**src/tws_pkg.sv**
```systemverilog
package tws_pkg;

	// ==========================================
	// Register indices on the plain port
	localparam logic [2:0] OFS_OWN_ADDR = 3'h0;
	localparam logic [2:0] OFS_CTRL = 3'h1;
	localparam logic [2:0] OFS_STATUS = 3'h2;
	localparam logic [2:0] OFS_DATA = 3'h3;
	localparam logic [2:0] OFS_IRQ_MASK = 3'h4;
	localparam logic [2:0] OFS_IRQ_STAT = 3'h5;

	// ==========================================
	// Reset values
	localparam logic [7:0] RST_BYTE = 8'h00;
	localparam logic [7:0] RD_UNMAPPED = 8'h00;
	localparam logic [1:0] RST_IRQ = 2'h0;

	// ==========================================
	// Status codes, prescaler field always zero
	localparam logic [7:0] ST_OWN_READ = 8'hA8;
	localparam logic [7:0] ST_ARB_READ = 8'hB0;
	localparam logic [7:0] ST_SENT_ACK = 8'hB8;
	localparam logic [7:0] ST_SENT_NACK = 8'hC0;
	localparam logic [7:0] ST_LAST_ACK = 8'hC8;
	localparam logic [7:0] ST_NO_INFO = 8'hF8;

	// ==========================================
	// Bus constants
	localparam logic [6:0] GENERAL_CALL_ADDR = 7'h00;
	localparam logic [3:0] BYTE_BITS = 4'h8;
	localparam logic [3:0] LAST_BIT = 4'h7;
	localparam logic [3:0] CNT_ZERO = 4'h0;
	localparam logic [3:0] CNT_ONE = 4'h1;
	localparam int IRQ_STEP = 0;
	localparam int IRQ_WAKE = 1;

	// ==========================================
	// Control register layout
	typedef struct packed {
		logic step_done_flag;
		logic ack_enable;
		logic start_request;
		logic stop_request;
		logic rsv3;
		logic interface_enable;
		logic rsv1;
		logic rsv0;
	} tws_ctrl_s;

	// Own address register layout
	typedef struct packed {
		logic [6:0] slave_addr_field;
		logic general_call_enable;
	} tws_own_s;

	// Synchronised pin levels and edges
	typedef struct packed {
		logic scl;
		logic sda;
		logic scl_rise;
		logic scl_fall;
		logic sda_rise;
		logic sda_fall;
	} tws_pins_s;

	typedef enum logic [2:0] {
		S_IDLE = 3'b000,
		S_ADDR = 3'b001,
		S_AACK = 3'b010,
		S_HOLD = 3'b011,
		S_TXBIT = 3'b100,
		S_TXACK = 3'b101,
		S_RX = 3'b110
	} tws_state_e;

endpackage : tws_pkg

```
**src/tws_pin_sync.sv**
```systemverilog
`timescale 1ns/1ps
module tws_pin_sync (
	// Clock, reset, enable
	input wire logic clk_sys,
	input wire logic sys_rst,
	input wire logic ce,
	// Raw bus lines
	input wire logic scl_in,
	input wire logic sda_in,
	// Clean levels and edges
	output tws_pkg::tws_pins_s pins
);

	// ==========================================
	// Two-flop synchroniser plus one history stage
	logic [1:0] meta_reg;
	logic [1:0] sync_reg;
	logic [1:0] hist_reg;

	// Idle bus reads high, so no false edge after reset
	always_ff @(posedge clk_sys) begin
		if (sys_rst) begin
			meta_reg <= 2'h3;
			sync_reg <= 2'h3;
			hist_reg <= 2'h3;
		end else if (ce) begin
			meta_reg <= {scl_in, sda_in};
			sync_reg <= meta_reg;
			hist_reg <= sync_reg;
		end
	end

	assign pins.scl = sync_reg[1];
	assign pins.sda = sync_reg[0];
	assign pins.scl_rise = sync_reg[1] & ~hist_reg[1];
	assign pins.scl_fall = ~sync_reg[1] & hist_reg[1];
	assign pins.sda_rise = sync_reg[0] & ~hist_reg[0];
	assign pins.sda_fall = ~sync_reg[0] & hist_reg[0];

endmodule : tws_pin_sync

```
**src/tws_slave_tx.sv**
```systemverilog
`timescale 1ns/1ps
module tws_slave_tx (
	// Clock, reset, enable
	input wire logic clk_sys,
	input wire logic sys_rst,
	input wire logic ce,
	// Register port
	input wire logic [2:0] reg_addr,
	input wire logic [7:0] reg_wdata,
	input wire logic reg_wr,
	input wire logic reg_rd,
	output logic [7:0] reg_rdata,
	// Bus clock line, open drain
	input wire logic scl_in,
	output logic scl_out,
	output logic scl_oe,
	// Bus data line, open drain
	input wire logic sda_in,
	output logic sda_out,
	output logic sda_oe,
	// System side
	input wire logic sleep_deep,
	input wire logic arb_lost,
	output logic wake_req,
	output logic slave_receive_mode,
	output logic irq
);

	// ==========================================
	// Pin synchroniser
	tws_pkg::tws_pins_s pins;

	tws_pin_sync u_sync (
		.clk_sys(clk_sys),
		.sys_rst(sys_rst),
		.ce(ce),
		.scl_in(scl_in),
		.sda_in(sda_in),
		.pins(pins)
	);

	// ==========================================
	// State
	tws_pkg::tws_state_e state_reg, state_next;
	tws_pkg::tws_own_s own_reg;
	tws_pkg::tws_ctrl_s ctrl_reg;
	logic flag_reg, flag_next;
	logic [7:0] status_reg, status_next;
	logic [7:0] data_reg;
	logic [7:0] shift_reg, shift_next;
	logic [3:0] cnt_reg, cnt_next;
	logic last_reg, last_next;
	logic end_reg, end_next;
	logic ack_reg, ack_next;
	logic wake_reg, wake_next;
	logic rxm_reg, rxm_next;
	logic [1:0] imask_reg;
	logic [1:0] istat_reg;
	logic [7:0] rdata_reg;
	logic irq_reg;
	logic scl_oe_reg;
	logic sda_oe_reg;

	// ==========================================
	// Register decode
	wire wr_own = reg_wr && (reg_addr == tws_pkg::OFS_OWN_ADDR);
	wire wr_ctrl = reg_wr && (reg_addr == tws_pkg::OFS_CTRL);
	wire wr_data = reg_wr && (reg_addr == tws_pkg::OFS_DATA);
	wire wr_imask = reg_wr && (reg_addr == tws_pkg::OFS_IRQ_MASK);
	wire rd_istat = reg_rd && (reg_addr == tws_pkg::OFS_IRQ_STAT);
	wire tws_pkg::tws_ctrl_s ctrl_wr = reg_wdata;
	// Writing a one clears the flag
	wire flag_clr = wr_ctrl && ctrl_wr.step_done_flag;
	// Prescaler bits are absent and read zero
	wire [7:0] status_view = flag_reg ? status_reg : tws_pkg::ST_NO_INFO;
	wire [7:0] ctrl_view = {flag_reg, ctrl_reg[6:0]};
	wire [7:0] rd_mux;
	assign rd_mux = (reg_addr == tws_pkg::OFS_OWN_ADDR) ? own_reg :
		(reg_addr == tws_pkg::OFS_CTRL) ? ctrl_view :
		(reg_addr == tws_pkg::OFS_STATUS) ? status_view :
		(reg_addr == tws_pkg::OFS_DATA) ? data_reg :
		(reg_addr == tws_pkg::OFS_IRQ_MASK) ? {6'h00, imask_reg} :
		(reg_addr == tws_pkg::OFS_IRQ_STAT) ? {6'h00, istat_reg} :
		tws_pkg::RD_UNMAPPED;

	// ==========================================
	// Bus conditions and address match
	wire enabled = ctrl_reg.interface_enable;
	wire start_seen = pins.sda_fall && pins.scl;
	wire stop_seen = pins.sda_rise && pins.scl;
	wire [6:0] rx_addr = shift_reg[7:1];
	wire rx_read = shift_reg[0];
	wire own_hit = (rx_addr == own_reg.slave_addr_field);
	// General call carries no read; a read to it is ignored
	wire gc_hit = own_reg.general_call_enable && !rx_read &&
		(rx_addr == tws_pkg::GENERAL_CALL_ADDR);
	// Ack enable low isolates us without losing bus tracking
	wire addr_match = ctrl_reg.ack_enable && (own_hit || gc_hit);
	wire byte_done = (cnt_reg == tws_pkg::BYTE_BITS);
	wire flag_set = (state_next == tws_pkg::S_HOLD) && (state_reg != tws_pkg::S_HOLD);

	// ==========================================
	// Bus state machine
	always_comb begin
		state_next = state_reg;
		status_next = status_reg;
		shift_next = shift_reg;
		cnt_next = cnt_reg;
		last_next = last_reg;
		end_next = end_reg;
		ack_next = ack_reg;
		rxm_next = rxm_reg;
		case (state_reg)
			tws_pkg::S_IDLE: begin
				rxm_next = 1'b0;
			end
			tws_pkg::S_ADDR: begin
				if (pins.scl_rise && !byte_done) begin
					shift_next = {shift_reg[6:0], pins.sda};
					cnt_next = cnt_reg + tws_pkg::CNT_ONE;
				end else if (pins.scl_fall && byte_done) begin
					state_next = addr_match ? tws_pkg::S_AACK : tws_pkg::S_IDLE;
				end
			end
			tws_pkg::S_AACK: begin
				if (pins.scl_fall) begin
					if (rx_read) begin
						state_next = tws_pkg::S_HOLD;
						status_next = arb_lost ? tws_pkg::ST_ARB_READ :
							tws_pkg::ST_OWN_READ;
						end_next = 1'b0;
					end else begin
						state_next = tws_pkg::S_RX;
						rxm_next = 1'b1;
					end
				end
			end
			tws_pkg::S_HOLD: begin
				if (!flag_reg) begin
					if (end_reg) begin
						state_next = tws_pkg::S_IDLE;
					end else begin
						// Byte and ack enable are taken as the flag drops
						shift_next = data_reg;
						last_next = !ctrl_reg.ack_enable;
						cnt_next = tws_pkg::CNT_ZERO;
						state_next = tws_pkg::S_TXBIT;
					end
				end
			end
			tws_pkg::S_TXBIT: begin
				if (pins.scl_fall) begin
					shift_next = {shift_reg[6:0], 1'b1};
					cnt_next = cnt_reg + tws_pkg::CNT_ONE;
					if (cnt_reg == tws_pkg::LAST_BIT) begin
						state_next = tws_pkg::S_TXACK;
					end
				end
			end
			tws_pkg::S_TXACK: begin
				if (pins.scl_rise) begin
					ack_next = !pins.sda;
				end else if (pins.scl_fall) begin
					state_next = tws_pkg::S_HOLD;
					if (last_reg) begin
						status_next = ack_reg ? tws_pkg::ST_LAST_ACK :
							tws_pkg::ST_SENT_NACK;
						end_next = 1'b1;
					end else begin
						status_next = ack_reg ? tws_pkg::ST_SENT_ACK :
							tws_pkg::ST_SENT_NACK;
						end_next = !ack_reg;
					end
				end
			end
			tws_pkg::S_RX: begin
				rxm_next = 1'b1;
			end
			default: begin
				state_next = tws_pkg::S_IDLE;
			end
		endcase
		// Frame edges override all but a stretched hold
		if (state_reg != tws_pkg::S_HOLD) begin
			if (start_seen) begin
				state_next = tws_pkg::S_ADDR;
				cnt_next = tws_pkg::CNT_ZERO;
				rxm_next = 1'b0;
			end else if (stop_seen) begin
				state_next = tws_pkg::S_IDLE;
				rxm_next = 1'b0;
			end
		end
		if (!enabled) begin
			state_next = tws_pkg::S_IDLE;
			rxm_next = 1'b0;
		end
	end

	// Set wins over a software clear in the same cycle
	assign flag_next = flag_set ? 1'b1 : (flag_clr ? 1'b0 : flag_reg);
	// Wake request stands until software releases the stretch
	wire wake_hit = sleep_deep && flag_set && (state_reg == tws_pkg::S_AACK);
	assign wake_next = wake_hit ? 1'b1 : (flag_clr ? 1'b0 : wake_reg);

	// ==========================================
	// Pin drive, registered so outputs never glitch
	wire scl_hold = (state_next == tws_pkg::S_HOLD) && flag_next;
	wire sda_low_ack = (state_next == tws_pkg::S_AACK);
	wire sda_low_bit = (state_next == tws_pkg::S_TXBIT) && !shift_next[7];
	wire sda_drive = sda_low_ack || sda_low_bit;

	// ==========================================
	// Interrupt status, read clears, set wins
	wire [1:0] irq_ev = {wake_hit, flag_set};
	wire [1:0] istat_next = irq_ev | (rd_istat ? 2'h0 : istat_reg);
	wire irq_next = |(istat_next & imask_reg);

	// ==========================================
	// Flops
	always_ff @(posedge clk_sys) begin
		if (sys_rst) begin
			state_reg <= tws_pkg::S_IDLE;
			status_reg <= tws_pkg::ST_NO_INFO;
			shift_reg <= tws_pkg::RST_BYTE;
			cnt_reg <= tws_pkg::CNT_ZERO;
			last_reg <= 1'b0;
			end_reg <= 1'b0;
			ack_reg <= 1'b0;
			rxm_reg <= 1'b0;
			flag_reg <= 1'b0;
			wake_reg <= 1'b0;
		end else if (ce) begin
			state_reg <= state_next;
			status_reg <= status_next;
			shift_reg <= shift_next;
			cnt_reg <= cnt_next;
			last_reg <= last_next;
			end_reg <= end_next;
			ack_reg <= ack_next;
			rxm_reg <= rxm_next;
			flag_reg <= flag_next;
			wake_reg <= wake_next;
		end
	end

	// Own address, control and mask registers; control keeps only the ack, start, stop and enable bits from software
	always_ff @(posedge clk_sys) begin
		if (sys_rst) begin
			own_reg <= tws_pkg::RST_BYTE;
			ctrl_reg <= tws_pkg::RST_BYTE;
			imask_reg <= tws_pkg::RST_IRQ;
		end else if (ce) begin
			if (wr_own) begin
				own_reg <= reg_wdata;
			end
			if (wr_ctrl) begin
				ctrl_reg <= {1'b0, ctrl_wr.ack_enable, ctrl_wr.start_request,
					ctrl_wr.stop_request, 1'b0, ctrl_wr.interface_enable,
					2'h0};
			end
			if (wr_imask) begin
				imask_reg <= reg_wdata[1:0];
			end
		end
	end

	// Data register only ever loaded by software, never from the bus
	always_ff @(posedge clk_sys) begin
		if (sys_rst) begin
			data_reg <= tws_pkg::RST_BYTE;
		end else if (ce && wr_data) begin
			data_reg <= reg_wdata;
		end
	end

	always_ff @(posedge clk_sys) begin
		if (sys_rst) begin
			istat_reg <= tws_pkg::RST_IRQ;
			irq_reg <= 1'b0;
			rdata_reg <= tws_pkg::RD_UNMAPPED;
			scl_oe_reg <= 1'b0;
			sda_oe_reg <= 1'b0;
		end else if (ce) begin
			istat_reg <= istat_next;
			irq_reg <= irq_next;
			rdata_reg <= reg_rd ? rd_mux : tws_pkg::RD_UNMAPPED;
			scl_oe_reg <= scl_hold;
			sda_oe_reg <= sda_drive;
		end
	end

	// ==========================================
	// Outputs
	assign reg_rdata = rdata_reg;
	assign irq = irq_reg;
	assign scl_oe = scl_oe_reg;
	assign sda_oe = sda_oe_reg;
	// Open drain: only ever drives low
	assign scl_out = 1'b0;
	assign sda_out = 1'b0;
	assign wake_req = wake_reg;
	assign slave_receive_mode = rxm_reg;

endmodule : tws_slave_tx

```
**config.mk**
```make
export PLATFORM = sky130hd
export DESIGN_NAME = tws_slave_tx
export DESIGN_NICKNAME = d
export VERILOG_FILES = /design/src/tws_pkg.sv /design/src/tws_pin_sync.sv /design/src/tws_slave_tx.sv
export SDC_FILE = /design/constraint.sdc
export NUM_CORES = 1
export LEC_CHECK = 0
export ABC_AREA = 1
export BUFFER_PORTS_ARGS = -buffer_cell sky130_fd_sc_hd__buf_2
export CORE_AREA = 2 2 78 95
export CTS_CLUSTER_DIAMETER = 40
export DETAILED_ROUTE_END_ITERATION = 10
export DIE_AREA = 0 0 80 97
export PLACE_DENSITY = 0.69
export SLEW_MARGIN = 15
export SYNTH_ARGS = -nofsm -noshare
export SYNTH_HDL_FRONTEND = slang
export SYNTH_SLANG_ARGS = --single-unit
```
**constraint.sdc**
```tcl
create_clock -name clk_sys -period 4.45 [get_ports clk_sys]
set_input_delay 1.335 -clock clk_sys [delete_from_list [all_inputs] [get_ports clk_sys]]
set_output_delay 1.335 -clock clk_sys [all_outputs]
set_load 0.005 [all_outputs]
```
## Yosys cells after proc, flatten, opt, wreduce, memory -nomap -nowiden

Index checks and enable logic that the tools add are counted.

- Add/subtract/negate cells: 1
- Equal/unequal tests: 26
- Multiplexer cells: 63
- Bitwise operators: 12
- Reduce and logical (&&, ||, !) cells: 43

Operator list:

| kind | number |
|---|---|
| 8-bit 2-to-1 mux | 14 |
| 3-bit 2-to-1 mux | 14 |
| 4-bit 2-to-1 mux | 7 |
| 8-bit one-hot mux with 3 select lines | 1 |
| 1-bit logical AND | 19 |
| 3-bit by 2-bit equality test with 1-bit output (second input constant) | 6 |
| 3-bit equality test (second input constant) | 6 |
| 3-bit one-hot mux with 6 select lines | 1 |
| 2-bit inequality test (second input constant) | 8 |
| 8-bit one-hot mux with 2 select lines | 1 |
| 1-bit 2-to-1 mux | 15 |
| 7-bit 2-to-1 mux | 2 |
| 4-bit one-hot mux with 3 select lines | 1 |
| 6-bit AND reduction | 2 |
| 2-bit 2-to-1 mux | 4 |
| 2-bit AND reduction | 4 |
| 7-bit equality test | 1 |
| 7-bit logical NOT | 1 |
| 3-bit by 1-bit equality test with 1-bit output (second input constant) | 2 |
| 1-bit logical NOT | 6 |
| 3-bit logical NOT | 2 |
| 1-bit inverter | 6 |
| 5-bit 2-to-1 mux | 1 |
| 4-bit by 1-bit adder with 4-bit output (second input constant) | 1 |
| 14 further kinds | 20 |

- Flip-flop bits (word level): 70
- Input bits: 20
- Output and inout port bits: 15
- Word-level logic and storage cells: 172

## Depth between registers and ports, before layout

- Depth in word-level cells: 20
- Mapped depth: 16
- Gate-level depth less buffers: 16

## Modules after synthesis

A second synthesis with hierarchy kept.

- Cell total of the unflattened synthesis: 497
- Area total of the unflattened synthesis: 3472.1 um^2

Modules (own cells, without submodules):

| module | times used | cells an instance | area each (um^2) | sequential area each (um^2) |
|---|---|---|---|---|
| tws_slave_tx | 1 | 463 | 3239.4 | 1201.2 |
| tws_pin_sync | 1 | 34 | 232.7 | 120.1 |

## Least setup slack after synthesis

Ideal clock, no wire load.

- Path kind: input to register
- From: in reg_addr[1]
- To: reg data_reg[2]
- Library setup time: 119 ps
- Arrival time: 2307 ps
- Required time: 4331 ps
- Path slack: 2023 ps
- Stages on the path: 8
- Path buffers: 1
- Cells stage by stage: inv_1 nor2_1 nand2_1 nor2_1 inv_1 buf_2 o21ai_0 a21oi_1

- Word-level cells in the longest chain between the ends: 3

Ends and longest elaborated chain:

| item | RTL line | source |
|---|---|---|
| from (decl) | tws_slave_tx.sv:8 | `input wire logic [2:0] reg_addr,` |
| 3-bit by 2-bit equality test with 1-bit output | tws_slave_tx.sv:68 | `wire wr_data = reg_wr && (reg_addr == tws_pkg::OFS_DATA);` |
| 1-bit logical AND | tws_slave_tx.sv:68 |  |
| 1-bit logical AND | tws_slave_tx.sv:272 | `end else if (ce && wr_data) begin` |
| to (signal assigned) | tws_slave_tx.sv:271 | `data_reg <= tws_pkg::RST_BYTE;` |
| to (signal assigned) | tws_slave_tx.sv:273 | `data_reg <= reg_wdata;` |
| to (decl) | tws_slave_tx.sv:49 | `logic [7:0] data_reg;` |

Every way passes these cells.
A chain may end at the register's enable or synchronous reset.

==> results <==
- The clock-pin slew reported for the worst setup and hold paths after clock tree synthesis is 70 ps.
- The number of distinct library cells after synthesis is 39.
- In this run the vertical extent of the chip is 97 um.
- Hold repair after CTS inserted 0 buffers.
- Of the synthesized area, sequential elements account for 39.8%.
- The worst hold path class is reg -> reg.
- The peak per-stage delay on the critical path is 760 ps.
- Counting I/O delays and the setup requirement, the final critical path takes 2690 ps.
- Of the total power, registers draw 43.6%.
- Measured along the x axis, the die boundary spans 80 um.
- Measured against its own limit, the worst slew margin works out to 38.5%.
- sky130_fd_sc_hd__dfxtp_1 takes more of the synthesized area than any other cell.
- Across the VDD grid, the largest voltage drop is 0.217 mV.
- In this run, CTS created clock tree buffers numbering 9.
- After synthesis the cells add up to 3320 um^2.
- The number of global-route vias before repair came to 3107.
- The slowest cell on the critical path is sky130_fd_sc_hd__inv_1.
- In this run the register-to-register setup slack is 2350 ps.
- The DRC violation total after the first TritonRoute iteration is 190.
- The largest clock skew in the final design is 6.88 ps.
- The total negative slack is 0 ps.
- Of the total synthesized cell area, the portion taken by XOR and XNOR cells is 0.264%.
- The placeable core region is 6770 um^2.
- STA puts the critical path data required time at 4700 ps.
- The analysis attributes to net switching a power of 0.000329 W.
- After clock tree synthesis, the setup repair step added 0 buffers.
- 0 antenna diodes ended up in the layout.
- For this design the static power due to leakage is 1.54 nW.
- The number of synthesized register bits is 66.
- STA classifies the critical path startpoint as an input port.
- The final count of negative-setup-slack endpoints is 0.
- The endpoint class of the critical path is a flip-flop.
- In this run the worst setup path terminates at cnt_reg[0].
- The max-cap check violation count is 0.
- The number of enable flip-flop cells after synthesis is 0.
- Setup repair after global routing left no endpoint under its margin.
- After synthesis, the largest family of logic cells by area is simple AND/OR/NAND/NOR gates.
- The global router's overall resource usage is 24.4%.
- The sink count of the clock tree is 66.
- Routability-driven placement finished with a final weighted congestion of 0.872.
- Before antenna repair, the detailed router went through 4 iterations.
- The flow ran to the end, and the final reports show no timing, DRC or antenna violations.
- In the final layout, the share of cells above drive strength 1 is 15.8%.
- The initial core utilization is 49.0%.
- The final hold violation count was 0.
- The global-route congestion overflow total is 0.
- The initialized floorplan defines 33 standard-cell rows.
- Dividing the detail-routed via count by the number of cells gives 5.33.
- The transition time of the tightest slew-check pin is 922 ps.
- In the synthesized netlist the dominant register cell turns out to be sky130_fd_sc_hd__dfxtp_1.
- Per report_power, the clock group accounts for 48.5% of the total.
- The critical path is of the in -> reg type.
- The internal power of the cells totals 0.00109 W.
- The deepest level of the CTS H-tree is 3.
- The routed length per placed instance is 14.8 um.
- The critical path runs through a total of 4 cells.
- The portion of synthesized cell area occupied by the leading cell type is 39.8%.
- The total power consumption of the routed design is 0.00142 W.
- For the worst setup path, the data arrival time is 2950 ps.
- The area growth from synthesis to layout is 14.3%.
- The clock tree from TritonCTS is done.
- In this run switching power makes up 23.3% of total power.
- The smallest setup slack after layout is 1760 ps.
- The number of warning messages in the yosys log is 0.
- The worst hold margin is 440 ps.
- The number of pins with negative max-slew slack in the final report was 0.
- The critical path goes through buf_2, inv_1, o21ai_0, a211oi_1.
- The setup slack at placement is 1440 ps.
- After synthesis, the share of flip-flops with an asynchronous set or reset is 0%.
- The total number of nets in the final design is 529.
- The number of I/O pins is 35.
- The routed via count is 3193.
- The number of gates given a new drive strength after cts is 0.
- The synthesized instance count is 479.
- The simple-gate area share of the yosys netlist is 25.8%.
- The critical path startpoint is sys_rst.
- After synthesis, the cell types taking the most area are sky130_fd_sc_hd__dfxtp_1 (40%), sky130_fd_sc_hd__nand2_1 (11%), sky130_fd_sc_hd__o21ai_0 (8.2%).
- The global-route wire length before repair is 14900 um.
- The number of buffer and inverter stages on the critical path is 2.
- Static timing analysis puts the maximum clock frequency at 371 MHz.
- The post-route antenna net violation count is 0.
- The startpoint identified for the worst register-to-register timing path is u_sync.hist_reg[1].
- Measured in cells, the most critical reg-to-reg path has a length of 10.
- The portion of the clock cycle consumed by the worst path in the final layout is 60.6%.
- The post-detailed-placement half-perimeter wirelength is 6630 um.
- The area fraction in compound gates after synthesis is 23.7%.
- The multiplexer share of the synthesized area is 0%.
- The root buffer cell is sky130_fd_sc_hd__clkbuf_8.
- The maximum number of pins on one net before global-route repair is 36.
- Along the worst path, the maximum fanout reaches 35.
- The remaining design rule violation count is 0.
- The clock insertion delay at the later pin of the skew report is 340 ps.
- Each instance of the synthesized netlist takes up on average 6.92 um^2.
- The relative contribution of combinational cells to total power is 7.9%.
- Summing the areas of all fa, ha and maj instances in the mapped netlist gives 0.755% of the synthesized area.
- Counting along the longest clock path gives a buffer depth of 2.
- Broken down by cell family, the worst path's largest delay share belongs to buffers and inverters.
- The die outline area is 7760 um^2.
- The post-detailed-routing wire length is 8890 um.
- The initial antenna violation count is 0.
- Power spread over the standard cell area amounts to 373 nW/um^2.
- The count of port buffers added during placement is 32.
- The reg-to-reg endpoint is shift_reg[0].
[worst min-delay path by stage]
stage / start / slack (ps) / end / cells past startpoint
3_3_place_gp: ctrl_reg[6] / 420 / last_reg / 1
4_1_cts: ctrl_reg[6] / 440 / last_reg / 1
3_5_place_dp: ctrl_reg[6] / 430 / last_reg / 1
5_1_grt: ctrl_reg[6] / 460 / last_reg / 1
6_report: ctrl_reg[6] / 440 / last_reg / 1
2_1_floorplan: ctrl_reg[6] / 410 / last_reg / 1
[metal layers]
| layer | wire, um | GRT usage [%] |
|---|---|---|
| met1 | 3860 | 31.8 |
| met2 | 4290 | 38.7 |
| met3 | 387 | 3.54 |
| met4 | 351 | 12.6 |
| met5 | 0 | 0 |
[logic make-up (layout without fill, tap and decap cells)]
group | after synthesis | count (layout)
fa+ha+maj | 2 | 2
xor+xnor | 1 | 1
other cells | 1 | 2
flops | 66 | 66
compound gates | 139 | 139
buf+inv | 79 | 111
simple gates | 191 | 191
[cell usage after synthesis, drive strengths merged, types with 3 or more instances]
master and instances:
o211ai 8, a21oi 55, buf 5, o221ai 5, o21ai 55, nand2 103, dfxtp 66, nor3 6
a211oi 6, inv 61, clkbuf 12, nand3 29, o22ai 3, nor2 47
[metrics by stage]
step,util (%),cells,instance area (um^2)
global route,55.9,599,3790
detailed placement,51.9,583,3510
finish,55.9,599,3790
CTS,55.9,599,3790
global placement,51.9,583,3510
floorplan,-,480,3320
[cell usage in the layout, fill, tap and decap left out, drive strengths merged, types with 2 or more instances in the layout]
master / n
o21ai: 55
buf: 33
conb: 2
o211ai: 8
clkbuf: 10
dfxtp: 66
o221ai: 5
ha: 2
nor2: 47
inv: 62
a211oi: 6
nand4: 2
nor3: 6
o22ai: 3
bufinv: 4
or2: 2
nand3: 29
nand2: 103
a21oi: 55
[power by group through the flow]
stage	Clock (W)	Sequential (W)	Combinational (W)
finish	0.000686	0.000617	0.000112
global route	0.000724	0.000619	0.000129
CTS	0.000692	0.000617	0.000111
detailed placement	0	0.000631	0.000111
global placement	0	0.000631	0.000110
floorplan	0	0.000627	0.0000792
[area by class of cell]
type	count	area (um^2)
clock buffer	10	138
inverter	62	233
tap	87	109
sequential	66	1320
timing repair buffer	33	168
multi-input combinational	335	1680
clock inverter	6	136
fill	694	2980
(Power assumes the default switching activity.)
